==> src/cbtt_regs.vh <==
// Constants for the card bus target termination block.
// Assumes inclusion by bare name from the design files.
`ifndef CBTT_REGS_VH
`define CBTT_REGS_VH

// Target control states
`define CBTT_ST_IDLE 3'h0
`define CBTT_ST_CLAIM 3'h1
`define CBTT_ST_DATA 3'h2
`define CBTT_ST_STOP 3'h3
`define CBTT_ST_ABORT 3'h4
`define CBTT_ST_TURN 3'h5

// Termination kinds requested by the user side
`define CBTT_TERM_NONE 2'h0
`define CBTT_TERM_DISC 2'h1
`define CBTT_TERM_RETRY 2'h2
`define CBTT_TERM_ABORT 2'h3

// Reset level of the active-low bus outputs
`define CBTT_NEG 1'h1

`endif

==> src/cbtt_target.v <==
// Target-side bus cycle control: claim, data phases, disconnect,
// retry and target-abort. Assumes one clock and synchronous pins.
//
// Function
// RULE1: Target-abort is stop asserted with device select negated.
// RULE2: Before abort, device select held one clock, target-ready negated.
// RULE3: Disconnect or retry keeps device select asserted with stop.
// RULE4: Stop held until frame sampled negated, released next cycle.
// RULE5: Data moves whenever both readies are asserted, regardless of stop.
// RULE6: At most one transfer after stop; ready with stop gives exactly one.
// RULE7: Ready asserted with stop drops once that phase completes.
// RULE8: Stop never released to continue the same transaction.
// RULE9: Wait in last phase delays stop until ready to finish.
// RULE10: Retry is a disconnect with no data moved.
// RULE11: Targets support retry; masters handle all termination forms.
// RULE12: Master negates frame on first ready clock after sampling stop.
// RULE13: Master may assert ready at once when stop without target-ready.
// RULE14: Target relies on no fixed stop-to-frame delay.
// RULE15: Final phase ends on first stop or ready clock; idle follows.
// RULE16: Master reissues from first untransferred word, or abandons.
// RULE17: Select, ready and stop stay fixed until the phase completes.
// RULE18: Master drops request two clocks after target termination.
// RULE19: Master reasserts request right after gap to finish access; the master model abandons a cut burst instead.
// RULE20: Each master has own request and grant, arbitrates per access.
// RULE21: Arbitration overlaps the ongoing access.
// RULE22: Arbiter never asserts more than one grant per clock.
// RULE23: Bus busy while frame or initiator-ready asserted.
`include "cbtt_regs.vh"

module cbtt_target (
  // Clock and control
  input wire core_clk,
  input wire reset,
  input wire clk_en,
  // Bus inputs from the master
  input wire cycle_frame_n,
  input wire initiator_ready_n,
  // User side: decode, readiness and wanted ending
  input wire addr_hit,
  input wire user_ready,
  input wire [1:0] user_term,
  // Target bus pins
  output reg device_select_n,
  output reg target_ready_n,
  output reg target_stop_n,
  // Pin drivers, high while driving
  output reg device_select_oe,
  output reg target_ready_oe,
  output reg target_stop_oe,
  // Status towards the user side
  output reg data_strobe,
  output reg [1:0] done_kind,
  output reg done_strobe,
  output reg busy
);

  ////////////////////////////////////////////////////////////////////
  // Bus tracking
  wire bus_idle;
  wire xfer;
  wire phase_done;
  wire last_phase;

  cbtt_bus_watch u_watch (
    .core_clk(core_clk),
    .reset(reset),
    .clk_en(clk_en),
    .cycle_frame_n(cycle_frame_n),
    .initiator_ready_n(initiator_ready_n),
    .target_ready_n(target_ready_n),
    .target_stop_n(target_stop_n),
    .bus_idle_q(bus_idle),
    .xfer(xfer),
    .phase_done(phase_done),
    .last_phase(last_phase)
  );

  ////////////////////////////////////////////////////////////////////
  // State
  reg [2:0] state_q;
  reg [2:0] state_d;
  reg sel_d;
  reg rdy_d;
  reg stp_d;
  reg oe_d;
  reg moved_q;
  reg moved_d;
  reg [1:0] kind_q;
  reg [1:0] kind_d;
  reg done_d;

  ////////////////////////////////////////////////////////////////////
  // User request decode
  wire want_abort;
  wire want_retry;
  wire want_disc;
  wire abort_ok;

  assign want_abort = (user_term == `CBTT_TERM_ABORT);
  assign want_retry = (user_term == `CBTT_TERM_RETRY);
  assign want_disc = (user_term == `CBTT_TERM_DISC);
  // Abort only after a select clock, with ready and stop still high
  assign abort_ok = ~device_select_n & target_ready_n & target_stop_n; // [RULE2]

  ////////////////////////////////////////////////////////////////////
  // Next-state and pin values
  always @* begin
    state_d = state_q;
    sel_d = device_select_n;
    rdy_d = target_ready_n;
    stp_d = target_stop_n;
    oe_d = device_select_oe;
    moved_d = moved_q | xfer;
    kind_d = kind_q;
    done_d = 1'b0;
    case (state_q)
      // Waiting for an address phase on an idle bus
      `CBTT_ST_IDLE: begin
        moved_d = 1'b0;
        // Claim an address phase: frame low out of an idle bus
        if (bus_idle && !cycle_frame_n && addr_hit) begin
          state_d = `CBTT_ST_CLAIM;
          sel_d = 1'b0;
          oe_d = 1'b1;
        end
      end

      // Claim cycle: pick the ending from the user request
      `CBTT_ST_CLAIM: begin
        // Select has now stood at least one clock
        if (want_abort && abort_ok) begin
          sel_d = 1'b1; // [RULE1] [RULE2]
          stp_d = 1'b0;
          kind_d = `CBTT_TERM_ABORT;
          state_d = `CBTT_ST_ABORT;
        end else if (want_retry) begin
          stp_d = 1'b0; // [RULE10] [RULE11] [RULE3]
          kind_d = `CBTT_TERM_RETRY;
          state_d = `CBTT_ST_STOP;
        end else begin
          state_d = `CBTT_ST_DATA;
          rdy_d = ~user_ready;
          // Stop only together with readiness to finish
          if (want_disc && user_ready) begin
            stp_d = 1'b0; // [RULE9] [RULE6]
            kind_d = `CBTT_TERM_DISC;
            state_d = `CBTT_ST_STOP;
          end
        end
      end

      // Data phases until an ending is due
      `CBTT_ST_DATA: begin
        // Pins frozen until the phase completes
        if (phase_done || target_ready_n) begin // [RULE17]
          if (last_phase) begin
            rdy_d = 1'b1; // [RULE15]
            sel_d = 1'b1;
            kind_d = `CBTT_TERM_NONE;
            done_d = 1'b1;
            state_d = `CBTT_ST_TURN;
          end else if (want_abort && abort_ok) begin
            sel_d = 1'b1; // [RULE1] [RULE2]
            stp_d = 1'b0;
            kind_d = `CBTT_TERM_ABORT;
            state_d = `CBTT_ST_ABORT;
          end else if (want_retry && target_ready_n) begin
            // Reported as disconnect later if a word already moved
            stp_d = 1'b0; // [RULE3] [RULE10]
            kind_d = `CBTT_TERM_RETRY;
            state_d = `CBTT_ST_STOP;
          end else if (want_disc && user_ready) begin
            rdy_d = 1'b0; // [RULE6] [RULE9]
            stp_d = 1'b0;
            kind_d = `CBTT_TERM_DISC;
            state_d = `CBTT_ST_STOP;
          end else begin
            rdy_d = ~user_ready;
          end
        end
      end

      // Disconnect or retry: stop low until frame is released
      `CBTT_ST_STOP: begin
        // One transfer at most, then ready drops
        if (xfer) begin
          rdy_d = 1'b1; // [RULE7] [RULE6]
        end
        // Stop kept until frame negated; no fixed wait assumed
        if (cycle_frame_n && phase_done) begin // [RULE4] [RULE14] [RULE8]
          stp_d = 1'b1;
          sel_d = 1'b1;
          rdy_d = 1'b1;
          done_d = 1'b1;
          state_d = `CBTT_ST_TURN;
        end
        if (kind_q == `CBTT_TERM_RETRY && moved_d) begin
          kind_d = `CBTT_TERM_DISC;
        end
      end

      // Target-abort: stop low with select already released
      `CBTT_ST_ABORT: begin
        // Abort stop also held until frame negated
        if (cycle_frame_n && !initiator_ready_n) begin // [RULE4]
          stp_d = 1'b1;
          done_d = 1'b1;
          state_d = `CBTT_ST_TURN;
        end
      end
      `CBTT_ST_TURN: begin
        // Release the pins one clock after driving them high
        sel_d = 1'b1;
        rdy_d = 1'b1;
        stp_d = 1'b1;
        oe_d = 1'b0;
        state_d = `CBTT_ST_IDLE;
      end

      // Unused codes fall back to idle with pins negated
      default: begin
        state_d = `CBTT_ST_IDLE;
        moved_d = 1'b0;
        kind_d = `CBTT_TERM_NONE;
        sel_d = `CBTT_NEG;
        rdy_d = `CBTT_NEG;
        stp_d = `CBTT_NEG;
        oe_d = 1'b0;
      end
    endcase
  end

  ////////////////////////////////////////////////////////////////////
  // Registers and outputs

  // Control state and transaction bookkeeping
  always @(posedge core_clk) begin
    if (reset) begin
      state_q <= `CBTT_ST_IDLE;
      moved_q <= 1'b0;
      kind_q <= `CBTT_TERM_NONE;
    end else if (clk_en) begin
      state_q <= state_d;
      moved_q <= moved_d;
      kind_q <= kind_d;
    end
  end

  // Bus pins, negated out of reset
  always @(posedge core_clk) begin
    if (reset) begin
      device_select_n <= `CBTT_NEG;
      target_ready_n <= `CBTT_NEG;
      target_stop_n <= `CBTT_NEG;
    end else if (clk_en) begin
      device_select_n <= sel_d; // [RULE3]
      target_ready_n <= rdy_d;
      target_stop_n <= stp_d; // [RULE4]
    end
  end

  // Output enables: the three pins are driven together
  always @(posedge core_clk) begin
    if (reset) begin
      device_select_oe <= 1'b0;
      target_ready_oe <= 1'b0;
      target_stop_oe <= 1'b0;
    end else if (clk_en) begin
      device_select_oe <= oe_d;
      target_ready_oe <= oe_d;
      target_stop_oe <= oe_d;
    end
  end

  // Word strobe, one per clock with both readies low
  always @(posedge core_clk) begin
    if (reset) begin
      data_strobe <= 1'b0;
    end else if (clk_en) begin
      data_strobe <= xfer; // [RULE5]
    end
  end

  // End report; the kind stays until the next end
  always @(posedge core_clk) begin
    if (reset) begin
      done_strobe <= 1'b0;
      done_kind <= `CBTT_TERM_NONE;
    end else if (clk_en) begin
      done_strobe <= done_d;
      if (done_d) begin
        done_kind <= kind_d;
      end
    end
  end

  // Busy from claim to the end of turnaround
  always @(posedge core_clk) begin
    if (reset) begin
      busy <= 1'b0;
    end else if (clk_en) begin
      busy <= (state_d != `CBTT_ST_IDLE); // [RULE23]
    end
  end

endmodule

==> src/cbtt_bus_watch.v <==
// Bus state tracker: busy/idle and final data phase of the bus.
// Assumes bus inputs are synchronous to core_clk.
`include "cbtt_regs.vh"

module cbtt_bus_watch (
  input wire core_clk,
  input wire reset,
  input wire clk_en,
  input wire cycle_frame_n,
  input wire initiator_ready_n,
  input wire target_ready_n,
  input wire target_stop_n,
  output reg bus_idle_q,
  output wire xfer,
  output wire phase_done,
  output wire last_phase
);

  // Data moves whenever both readies are low, stop notwithstanding
  assign xfer = ~initiator_ready_n & ~target_ready_n; // [RULE5]
  // A data phase ends on a transfer or on stop with the master ready
  assign phase_done = ~initiator_ready_n & (~target_ready_n | ~target_stop_n);
  // Final phase ends the transaction
  assign last_phase = cycle_frame_n & phase_done; // [RULE15]

  // Bus idle only with frame and initiator-ready both negated
  always @(posedge core_clk) begin
    if (reset) begin
      bus_idle_q <= 1'b1;
    end else if (clk_en) begin
      bus_idle_q <= cycle_frame_n & initiator_ready_n; // [RULE23]
    end
  end

endmodule

==> config.mk <==
export PLATFORM = sky130hd
export DESIGN_NAME = cbtt_target
export DESIGN_NICKNAME = d
export VERILOG_FILES = /design/src/cbtt_target.v /design/src/cbtt_bus_watch.v
export VERILOG_INCLUDE_DIRS = /design/src
export SDC_FILE = /design/constraint.sdc
export NUM_CORES = 1
export LEC_CHECK = 0
export BUFFER_PORTS_ARGS = -buffer_cell sky130_fd_sc_hd__buf_2
export CORE_AREA = 5 5 63 65
export CTS_CLUSTER_SIZE = 30
export DETAILED_ROUTE_END_ITERATION = 8
export DIE_AREA = 0 0 68 70
export RECOVER_POWER = 100
export SYNTH_ARGS = -nofsm -noshare
export SYNTH_HDL_FRONTEND = slang
export SYNTH_HIERARCHICAL = 1
export SYNTH_SLANG_ARGS = --single-unit
==> constraint.sdc <==
create_clock -name core_clk -period 3.4 [get_ports core_clk]
set_clock_uncertainty 0.15 [all_clocks]
set_input_delay 1.02 -clock core_clk [delete_from_list [all_inputs] [get_ports core_clk]]
set_output_delay 1.02 -clock core_clk [all_outputs]
set_load 0.03 [all_outputs]
* Yosys cells after proc, flatten, opt, wreduce, memory -nomap -nowiden
Cells that the tools add are included.
** Word-level totals
- Word-level logic and storage cells :: 124
- Register bits :: 16
- Output and inout bits :: 11
- Input port bits :: 9
** Cells by class
- Eq/ne operators :: 19
- Bitwise logic cells :: 17
- Mux-type cells :: 54
- Reduce and logical (&&, ||, !) cells :: 22
** Operators by type and width (count)
- $mux 1 :: 30
- $mux 3 :: 9
- $mux 2 :: 8
- $pmux 3 s5 :: 1
- $ne 2x2->1 const B :: 7
- $pmux 1 s5 :: 2
- $ne 3x3->1 const B :: 3
- $not 1->1 :: 9
- $logic_and 1x1->1 :: 8
- $pmux 2 s4 :: 1
- $reduce_and 8->1 :: 1
- $and 1x1->1 :: 6
- $eq 2x2->1 const B :: 3
- $eq 3x2->1 const B :: 2
- $eq 3x3->1 const B :: 2
- $reduce_and 6->1 :: 1
- $reduce_and 5->1 :: 1
- $reduce_or 5->1 :: 1
- $pmux 1 s4 :: 1
- $reduce_or 4->1 :: 1
- $eq 3x1->1 const B :: 1
- $logic_not 3->1 :: 1
- $pmux 1 s3 :: 1
- $reduce_and 3->1 :: 1
- other kinds (9) :: 11

* Longest topological paths before layout
Gate-level depths: netlist (run 1).
- Word-level depth :: 9
- Gate-level depth with buffers :: 7
- Mapped depth without buffers :: 7

* Hierarchy
The synthesis (run 1) kept the hierarchy.
** By module, submodules not included
- cbtt_target :: cells an instance 139, sequential area each 300.3 µm², times used 1, area each 1066.0 µm²
- cbtt_bus_watch :: cells an instance 6, sequential area each 20.0 µm², times used 1, area each 51.3 µm²

* Least setup slack after synthesis (run 1)
Ideal clock, no wire load.
- Path type :: input-to-reg
- Start point :: in initiator_ready_n
- End point :: reg done_kind[1]
- Required time :: 3118 ps
- Path slack :: 816 ps
- Setup time :: 132 ps
- Path buffers :: 0
- Arrival :: 2302 ps
- Stages on the path :: 6
- Path through :: a21oi_1 > and2_1 > nor3b_2 > o221ai_2 > a2111oi_2 > nor3_1
** Between the ends
- Word-level cells in the longest chain between the ends :: 7
- Elaborated cells on any way between the ends :: 20
- Those cells by class :: mux (9); bitwise (5); reduce/logical (6)
** RTL lines
- start: declaration :: line cbtt_target.v:37 : input wire initiator_ready_n,
- $not 1->1 * :: line cbtt_bus_watch.v:22 : assign phase_done = ~initiator_ready_n & (~target_ready_n | ~target_stop_n);
- $and 1x1->1 * :: line cbtt_bus_watch.v:22
- $and 1x1->1 * :: line cbtt_bus_watch.v:24 : assign last_phase = cycle_frame_n & phase_done;
- via last_phase :: line cbtt_target.v:62 : wire last_phase;
- $mux 1 :: line cbtt_target.v:156 : if (last_phase) begin
- $mux 1 :: line cbtt_target.v:155 : if (phase_done || target_ready_n) begin
- $pmux 1 s3 :: line cbtt_target.v:116 : case (state_q)
- $reduce_and 2->1 (no source line)
- end signal: assignment :: line cbtt_target.v:288 : done_kind <= `CBTT_TERM_NONE;
- end signal: assignment :: line cbtt_target.v:292 : done_kind <= kind_d;
- end: declaration :: line cbtt_target.v:52 : output reg [1:0] done_kind,
The timed path passes the listed nets; every way through them passes the cells marked *.
A chain may end at the register's enable or synchronous reset.

* Worst setup path after layout (run 1)
- Start point :: in initiator_ready_n
- End point :: reg done_kind[1]
** Between the ends
- Word-level cells in the longest chain between the ends :: 7
- Elaborated cells on any way between the ends :: 20
- Those cells by class :: mux (9); bitwise (5); reduce/logical (6)
** RTL lines
- $not 1->1 * :: line cbtt_bus_watch.v:22
- $and 1x1->1 * :: line cbtt_bus_watch.v:22
- via phase_done :: line cbtt_target.v:61 : wire phase_done;
- $and 1x1->1 * :: line cbtt_bus_watch.v:24
- via last_phase :: line cbtt_target.v:62
- $mux 1 :: line cbtt_target.v:156
- $mux 1 :: line cbtt_target.v:155
- $pmux 1 s3 :: line cbtt_target.v:116
- $reduce_and 2->1 (no source line)
Marks and branches as above.

==> results of run 1 <==
==> report_power, final <==
group | total (uW) | internal, uW | switching, uW
clock | 98.7 | 41.1 | 57.5
combinational | 103 | 38.2 | 64.4
sequential | 214 | 197 | 17.2
==> kinds of logic after synthesis <==
| logic type | synth area share, % |
|---|---|
| AO/OA/AOI/OAI | 32.36 |
| XOR/XNOR | 0.7840 |
| buffers and inverters | 5.486 |
| flip-flops | 28.67 |
| multiplexers | 0.8959 |
| AND/OR/NAND/NOR | 31.80 |
==> stage by stage <==
stage | utilization [%] | worst slack [ps]
6_report | 37.18 | 541.9
3_5_place_dp | 37.14 | 406.9
5_1_grt | 37.18 | 338.0
3_3_place_gp | 37.14 | 487.2
2_1_floorplan | - | 815.9
4_1_cts | 37.83 | 715.5
==> critical path, delay by kind of cell <==
kind	cells	cell delay [ps]
compound gates	3	970
buf+inv	1	130
simple gates	3	740
==> registers in the layout (all words and copies together), names as in the netlist <==
name / flops
kind_q: 2
target_stop_n: 1
busy: 1
u_watch/bus_idle_q: 1
moved_q: 1
state_q: 3
done_strobe: 1
target_stop_oe: 1
device_select_n: 1
done_kind: 2
target_ready_n: 1
data_strobe: 1
==> worst max path at each step <==
stage,start,to
3_5_place_dp,initiator_ready_n,busy
4_1_cts,initiator_ready_n,busy
5_1_grt,initiator_ready_n,done_kind[0]
3_3_place_gp,initiator_ready_n,done_kind[0]
2_1_floorplan,initiator_ready_n,done_kind[1]
6_report,initiator_ready_n,done_kind[1]
==> layer usage <==
metal / part of all wire, % / GRT usage [%] / up-vias
li1: - / - / 562
met1: 44 / 17.61 / 529
met2: 47 / 20.56 / 54
met3: 7.0 / 0.9615 / 4
met4: 1.8 / 6.181 / 0
met5: 0 / 0 / -
==> area by class of cell <==
| cell class | instances | area (um2) | area share [%] |
|---|---|---|---|
| Inverter | 3 | 11.26 | 0.9221 |
| Sequential cell | 16 | 320.3 | 26.23 |
| Clock buffer | 3 | 22.52 | 1.844 |
| Timing Repair Buffer | 19 | 78.83 | 6.455 |
| Multi-Input combinational cell | 116 | 730.7 | 59.84 |
| Tap cell | 46 | 57.56 | 4.713 |
==> placed cells by master, fill, tap and decap left out, drive strengths merged, types with 2 or more instances in the layout <==
cell type  count
or3b           2
a2111oi        2
a21o           3
inv            3
a221o          2
o221ai         2
nor3           5
a21oi         10
nand2b         3
a211oi         6
o21ai          8
nor3b          2
nand2         10
nand3b         2
a21boi         3
clkbuf        16
o22ai          2
and2           2
nor2          17
o31ai          4
nor4b          2
nor2b          8
nor4           2
buf            6
dfxtp         16
nand4          2
or2            4
==> results_dict.tcl, run 1 <==
set metrics [dict create \
    hold-path-endpoint "done_strobe" \
    fp.dieH_um 70 \
    start_util_pct 34.02 \
    critical_path_type "in2reg" \
    final_hold_viol_count 0 \
    cts_tree "built" \
    ff2ff_path_depth 6 \
    synth_area_leader_cell "sky130_fd_sc_hd__dfxtp_1" \
    fillers 359 \
    final.setup.tns_ps 0 \
    ys_seq_area_share_pct 28.67 \
    power.leakage_uw 0.0004326 \
    cts.repair.resized 0 \
    synth_register_bits 16 \
    worstPathMaxFanout 7 \
    root_buffer "sky130_fd_sc_hd__clkbuf_4" \
    overall_fraction_of_global_route_tracks_in_use_pct 13.05 \
    power.total_uw 415.6 \
    row_count 21 \
    fmax_mhz 349.9 \
    slew_viol_final 0 \
    rsz0062_at_grt "no" \
    power_density_nw_per_um2 340.3 \
    grt-ovfl-total 0 \
    globalplace.congestion 0.8943 \
    worstSetupEndpointType "flip-flop" \
    num_antenna_cells 0 \
    clk_pin_slew_worst_paths_ps 90 \
    yosysWarningCount 6 \
    detailed_place_hpwl_um 2191 \
    timing.hold.worst_path_depth 2 \
    reg2reg_to "done_kind[1]" \
    drt_pass1_iterations 4 \
    final_period_minus_worst_setup_slack_ps 2858 \
    min-delay-start "done_strobe" \
    dieArea_um2 4760 \
    grt_start_max_net_pins 22 \
    placed_cell_area_um2 1220 \
    core_area_um2 3284 \
    relSlewSlack_pct 36.91 \
    timing.final.crit_share_pct 84.06 \
    crit_path_cell_trace "clkbuf_1, a21oi_1, and2_0, nor3b_1, o221ai_2, a2111oi_2, nor3_1" \
    syn_area_um2 1117 \
    measured_slew_at_the_worst_slew_check_pin_ps 946.3 \
    first_pass_grt_wire_length_um 4919 \
    numPlacedInstances 200 \
    buffer_ports.inserted 19 \
    netlist_top_cells_area "sky130_fd_sc_hd__dfxtp_1 (29%), sky130_fd_sc_hd__nor2_1 (5.7%), sky130_fd_sc_hd__a21oi_1 (4.5%), sky130_fd_sc_hd__nor2b_1 (4.5%), sky130_fd_sc_hd__a211oi_1 (4.0%)" \
    number_of_enable_flip_flop_cells_after_synthesis 0 \
    post-cts-setup-buffer-count 0 \
    irDropWorstVdd_v 0.0001286 \
    cts_buffers 3 \
    regToRegSetupSlack_ps 930 \
    synth_top_area_share_pct 28.67 \
    maxCapViolations 0 \
    synth-async-reset-ratio_pct 0 \
    worst_path_largest_cell_delay_ps 400 \
    finalSetupViolCount 0 \
    timing.rr.start "target_ready_n" \
    stdcell_count 203 \
    detail-route-antenna-nets 0 \
    wirelength_um 2960 \
    worst_skew_pair.late_latency_ps 280 \
    number_of_antenna_violations_at_the_first_check_in_global_routing 0 \
    clkSinkCount 16 \
    routed_via_density 5.660 \
    netlist_instances 145 \
    drt_iter0_markers 73 \
    crit_required_ps 3410 \
    dieWidth_um 68 \
    cts-root-to-sink-buffers 2 \
    timing.hold.worst.class "reg2reg" \
    area_growth_syn_to_layout_pct 9.294 \
    critical_path_arrival_ps 2870 \
    yosysMostFrequentCell "sky130_fd_sc_hd__nor2_1" \
    timing.critical_path.from_type "primary input" \
    syn_nets 154 \
    synthesis.area_per_instance_um2 7.706 \
    cts_htree_levels 1 \
    synth_cell_types 49 \
    post-route-drc-count 0 \
    io_pins 20 \
    layout-drive-gt1-share_pct 9.554 \
    first_global_vias 1062 \
    holdBufCountCts 0 \
    route.vias.total 1149 \
    routed_wire_length_per_instance_um 14.58 \
    run_status "finished, final reports clean" \
    nets 168 \
    postLayoutCellArea_um2 1221 \
    most_common_library_cells_after_synthesis "sky130_fd_sc_hd__nor2_1 (17), sky130_fd_sc_hd__dfxtp_1 (16), sky130_fd_sc_hd__a21oi_1 (10), sky130_fd_sc_hd__nand2_1 (10), sky130_fd_sc_hd__nor2b_1 (8)" \
    final.hold.worst_slack_ps 329.5 \
    synthFlopType "sky130_fd_sc_hd__dfxtp_1" \
    critical_path.slowest_cell "sky130_fd_sc_hd__a2111oi_2" \
]
No activity file was read; power rests on OpenSTA's default activity.
==> run 2: changes to the inputs <==
==> constraint.sdc (replaced) <==
create_clock -name core_clk -period 2.7 [get_ports core_clk]
set_clock_uncertainty 0.15 [all_clocks]
set_input_delay 0.81 -clock core_clk [delete_from_list [all_inputs] [get_ports core_clk]]
set_output_delay 0.81 -clock core_clk [all_outputs]
set_load 0.03 [all_outputs]
==> run 2 against run 1 <==
  * Sequential share of layout area is 0.83 points lower
  * Clock-buffer cell count stayed put
  * Cell count is 2.5% higher
  * Critical path depth stayed put
  * Power is 28% higher
  * First-iteration DRC count is 6.8% lower
  * Clock power is 29% higher
  * Largest cell class unchanged
  * Hold slack worse by 2.5 ps
  * Utilization is 1.2 points higher
  * Setup slack worse by 250 ps
==> results_dict.tcl, run 2 (synthesis gave the netlist of run 1 again) <==
set metrics [dict create \
    run_status "finished, final reports clean" \
    detailed_place_hpwl_um 2304 \
    cts_buffers 3 \
    drt_pass1_iterations 4 \
    maxCapViolations 0 \
    root_buffer "sky130_fd_sc_hd__clkbuf_4" \
    power_density_nw_per_um2 422.9 \
    top_regs "state_q (3), done_kind (2), kind_q (2)" \
    timing.critical_path.from_type "primary input" \
    post-route-drc-count 0 \
    final_cell_mix "sky130_fd_sc_hd__nor2_1 (17), sky130_fd_sc_hd__dfxtp_1 (16), sky130_fd_sc_hd__clkbuf_1 (13)" \
    area_growth_syn_to_layout_pct 12.88 \
    cts-root-to-sink-buffers 2 \
    layout.cells.most_common "sky130_fd_sc_hd__nor2_1" \
    regToRegSetupSlack_ps 440 \
    final.hold.worst_slack_ps 327.0 \
    slew_viol_final 0 \
    worstPathMaxFanout 5 \
    post-cts-setup-buffer-count 0 \
    final_period_minus_worst_setup_slack_ps 2409 \
    number_of_antenna_violations_at_the_first_check_in_global_routing 0 \
    worst_skew_pair.late_latency_ps 290 \
    buffer_ports.inserted 19 \
    cts_tree "built" \
    fmax_mhz 415.1 \
    stdcell_count 208 \
    holdBufCountCts 0 \
    timing.rr.start "target_ready_n" \
    postLayoutCoreUtil_pct 38.40 \
    routed_via_density 5.692 \
    flip_flop_count_of_the_largest_register_all_copies_and_words_added 3 \
    start_util_pct 34.02 \
    dieArea_um2 4760 \
    critical_path_arrival_ps 2430 \
    grt-ovfl-total 0 \
    num_antenna_cells 0 \
    drt_iter0_markers 68 \
    clkSinkCount 16 \
    grt_start_max_net_pins 22 \
    cp-startpoint "initiator_ready_n" \
    measured_slew_at_the_worst_slew_check_pin_ps 483.0 \
    critical_path_type "in2reg" \
    final.setup.tns_ps 0 \
    irDropWorstVdd_v 0.0001185 \
    timing.hold.worst_path_depth 2 \
    timing.hold.worst.class "reg2reg" \
    first_pass_grt_wire_length_um 5271 \
    finalSetupViolCount 0 \
    hold-path-endpoint "done_strobe" \
    min-delay-start "done_strobe" \
    power.switching_uw 181.0 \
    dieWidth_um 68 \
    io_pins 20 \
    combinationalPowerShare_pct 26.8 \
    cts.repair.resized 0 \
    first_global_vias 1148 \
    layout-drive-gt1-share_pct 12.35 \
    reg2reg_to "device_select_n" \
    fp.dieH_um 70 \
    detail-route-antenna-nets 0 \
    rsz0062_at_grt "no" \
    final_hold_viol_count 0 \
    numPlacedInstances 205 \
    routed_wire_length_per_instance_um 14.97 \
    ff2ff_path_depth 8 \
    clock_power_share_pct 23.7 \
    nets 173 \
    top_register "state_q" \
    row_count 21 \
    globalplace.congestion 0.8714 \
    switching_share_pct 33.93 \
    route.vias.total 1184 \
    pwr-share-seq_pct 49.5 \
    clk_pin_slew_worst_paths_ps 90 \
    worstSetupEndpointType "flip-flop" \
    overall_fraction_of_global_route_tracks_in_use_pct 14.08 \
    relSlewSlack_pct 67.76 \
    power.total_uw 533.4 \
    timing.final.crit_share_pct 89.23 \
    cts_htree_levels 1 \
    crit_required_ps 2720 \
    core_area_um2 3284 \
    wirelength_um 3114 \
    power.leakage_uw 0.0004545 \
    power_report.internal_total_uw 352.4 \
]
## run 2: changes by cell type in the layout (fill, tap and decap cells not counted)
cell,previous run,this run
sky130_fd_sc_hd__or2_0,1,2
sky130_fd_sc_hd__buf_2,6,7
sky130_fd_sc_hd__nor3b_1,2,1
sky130_fd_sc_hd__and2_0,1,0
sky130_fd_sc_hd__clkbuf_4,3,4
sky130_fd_sc_hd__or2_2,2,1
sky130_fd_sc_hd__nor3b_2,0,1
sky130_fd_sc_hd__and2_1,1,2
sky130_fd_sc_hd__buf_4,0,3
## run 2: area by class of cell
class                      count  area, um2
multi-input combinational    116      735.7
tap                           46      57.56
fill                         362       2023
sequential                    16      320.3
timing repair buffer          24      113.9
clock buffer                   3      22.52
inverter                       3      11.26
## run 2: critical path, cell delays in order
cell and delay [ps]:
sky130_fd_sc_hd__clkbuf_1 130, sky130_fd_sc_hd__a21oi_1 300, sky130_fd_sc_hd__and2_1 260, sky130_fd_sc_hd__nor3b_2 250, sky130_fd_sc_hd__o221ai_2 200, sky130_fd_sc_hd__nor4_1 390
sky130_fd_sc_hd__nor3_1 90
## run 2: power groups by stage
stage	Clock, uW	Combinational [uW]	Sequential (uW)
global placement	0	144	268
global route	139	158	266
floorplan	0	99.1	275
finish	127	143	264
CTS	130	147	263
detailed placement	0	146	269
## run 2: worst max-delay path by stage
stage              endpoint  slack (ps)  cells after the start
6_report       done_kind[0]         290                      7
5_1_grt        done_kind[1]         160                      7
4_1_cts        done_kind[0]         350                      7
3_5_place_dp   done_kind[0]          20                      7
3_3_place_gp   done_kind[0]         160                      7
2_1_floorplan  done_kind[1]         330                      6
## run 2: routing by layer
layer	up-vias	global-route usage [%]	wire length, um
met4	0	7.064	89
met2	35	21.20	1408
met5	-	0	0
met3	11	2.564	115
li1	579	-	-
met1	559	18.79	1501
## run 2: per-stage QoR
step	setup WS, ps	area [um2]
6_report	290.7	1261
3_3_place_gp	156.5	1257
2_1_floorplan	325.9	1117
5_1_grt	156.5	1261
4_1_cts	346.2	1280
3_5_place_dp	22.76	1257
==> run 3: changes to the inputs <==
--- a/config.mk
+++ b/config.mk
@@ -7,10 +7,13 @@
 export NUM_CORES = 1
 export LEC_CHECK = 0
 export BUFFER_PORTS_ARGS = -buffer_cell sky130_fd_sc_hd__buf_2
+export CELL_PAD_IN_SITES_DETAIL_PLACEMENT = 1
+export CELL_PAD_IN_SITES_GLOBAL_PLACEMENT = 1
 export CORE_AREA = 5 5 63 65
 export CTS_CLUSTER_SIZE = 30
 export DETAILED_ROUTE_END_ITERATION = 8
 export DIE_AREA = 0 0 68 70
+export PLACE_DENSITY_LB_ADDON = 0.1
 export RECOVER_POWER = 100
 export SYNTH_ARGS = -nofsm -noshare
 export SYNTH_HDL_FRONTEND = slang
==> run 3 against run 2 <==
  * Non-clock buffer count increased by 2
  * Clock power is 4% higher
  * Cell count is 0.96% higher
  * Global-route usage grew 2.4 points
  * Sequential cell count unchanged
  * Hold slack gained 9.1 ps
  * Clock-buffer cell count unchanged
  * Sequential power about the same
  * Via count down 1.2%
  * Register-to-register slack better by 100 ps
  * Critical path type unchanged
  * Highest routed layer unchanged
==> results_dict.tcl, run 3 (synthesis gave the netlist of run 1 again) <==
set metrics [dict create \
    clk_pin_slew_worst_paths_ps 90 \
    regToRegSetupSlack_ps 540 \
    maxCapViolations 0 \
    rsz0062_at_grt "no" \
    pre_cts_ws_ps 79.35 \
    slew_viol_final 0 \
    power.switching_uw 189.8 \
    measured_slew_at_the_worst_slew_check_pin_ps 670.0 \
    timing.hold.worst.class "reg2reg" \
    timing.final.crit_share_pct 88.30 \
    power_report.internal_total_uw 353.1 \
    globalplace.congestion 0.8648 \
    pwr-share-seq_pct 48.8 \
    stdcell_count 210 \
    buffer_ports.inserted 19 \
    worstSetupEndpointType "flip-flop" \
    worstPathMaxFanout 5 \
    route.vias.total 1170 \
    timing.rr.start "state_q[1]" \
    row_count 21 \
    power.leakage_uw 0.0004563 \
    start_util_pct 34.02 \
    dieArea_um2 4760 \
    switching_share_pct 34.96 \
    power_density_nw_per_um2 427.4 \
    drt_pass1_iterations 4 \
    area_growth_syn_to_layout_pct 13.66 \
    grt_start_max_net_pins 18 \
    combinationalPowerShare_pct 26.8 \
    cts_tree "built" \
    clkSinkCount 16 \
    cp-startpoint "initiator_ready_n" \
    critical_path_type "in2reg" \
    crit_path_end "kind_q[1]" \
    cts.repair.resized 0 \
    post-route-worst-setup-slack_ps 316.0 \
    nets 175 \
    first_pass_grt_wire_length_um 6072 \
    core_area_um2 3284 \
    crit_required_ps 2700 \
    worst_skew_pair.late_latency_ps 290 \
    top_regs "state_q (3), done_kind (2), kind_q (2)" \
    layout.cells.most_common "sky130_fd_sc_hd__nor2_1" \
    cts-root-to-sink-buffers 2 \
    routed_wire_length_per_instance_um 16.63 \
    relSlewSlack_pct 55.34 \
    final_cell_mix "sky130_fd_sc_hd__nor2_1 (17), sky130_fd_sc_hd__dfxtp_1 (16), sky130_fd_sc_hd__clkbuf_1 (16)" \
    root_buffer "sky130_fd_sc_hd__clkbuf_4" \
    drt_iter0_markers 30 \
    post-cts-setup-buffer-count 0 \
    finalSetupViolCount 0 \
    final_hold_viol_count 0 \
    number_of_antenna_violations_at_the_first_check_in_global_routing 0 \
    fp.dieH_um 70 \
    first_global_vias 1213 \
    final.setup.tns_ps 0 \
    overall_fraction_of_global_route_tracks_in_use_pct 16.52 \
    io_pins 20 \
    dieWidth_um 68 \
    detail-route-antenna-nets 0 \
    flip_flop_count_of_the_largest_register_all_copies_and_words_added 3 \
    critical_path_arrival_ps 2380 \
    num_antenna_cells 0 \
    fmax_mhz 419.5 \
    holdBufCountCts 0 \
    timing.critical_path.from_type "primary input" \
    detailed_place_hpwl_um 2756 \
    wirelength_um 3492 \
    cts_htree_levels 1 \
    layout-drive-gt1-share_pct 12.20 \
    final_period_minus_worst_setup_slack_ps 2384 \
    numPlacedInstances 207 \
    top_register "state_q" \
    grt-ovfl-total 0 \
    routed_via_density 5.571 \
    ff2ff_path_depth 6 \
    cts_buffers 3 \
    post-route-drc-count 0 \
    run_status "finished, final reports clean" \
    reg2reg_to "done_kind[1]" \
    irDropWorstVdd_v 0.0001688 \
    clock_power_share_pct 24.3 \
]
run 3: power groups by stage:
stage / combinational (uW) / clock, uW / sequential, uW
after floorplan: 99.1 / 0 / 275
after global placement: 148 / 0 / 271
after detailed placement: 151 / 0 / 271
after CTS: 151 / 139 / 265
after global routing: 162 / 153 / 268
final: 146 / 132 / 265
run 3: per-stage QoR:
step / cell area (um2) / total power, uW / utilization (%) / hold slack [ps]
finish: 1270 / 542.8 / 38.67 / 336.1
detailed placement: 1272 / 421.2 / 38.74 / 314.7
global route: 1270 / 583.1 / 38.67 / 352.7
CTS: 1295 / 555.3 / 39.43 / 332.6
floorplan: 1117 / 374.0 / - / 342.0
global placement: 1272 / 418.6 / 38.74 / 330.3
run 3: layout make-up:
class	count	area, um2
repair buffers	26	122.6
multi-input cells	116	735.7
fillers	430	2014
flip-flops and latches	16	320.3
clock buffers	3	22.52
well taps	46	57.56
inverters	3	11.26
run 3: critical path: stages:
cell and delay (ps):
sky130_fd_sc_hd__clkbuf_1 130, sky130_fd_sc_hd__a21oi_1 210, sky130_fd_sc_hd__and2_0 280, sky130_fd_sc_hd__nor2_1 100, sky130_fd_sc_hd__a21o_1 250, sky130_fd_sc_hd__and3_1 210, sky130_fd_sc_hd__a211oi_1 290, sky130_fd_sc_hd__a211oi_1 120
run 3: layer usage:
layer | track usage [%] | routed length (um)
met1 | 22.69 | 1638
met2 | 25.91 | 1662
met3 | 3.365 | 141
met4 | 4.194 | 50
met5 | 0 | 0
run 3: worst min-delay path by stage:
stage	from	cells past startpoint	endpoint	slack (ps)
4_1_cts	done_strobe	2	done_strobe	330
3_3_place_gp	done_strobe	2	done_strobe	330
6_report	done_strobe	2	done_strobe	340
3_5_place_dp	done_strobe	2	done_strobe	310
2_1_floorplan	moved_q	2	moved_q	340
5_1_grt	done_strobe	2	done_strobe	350
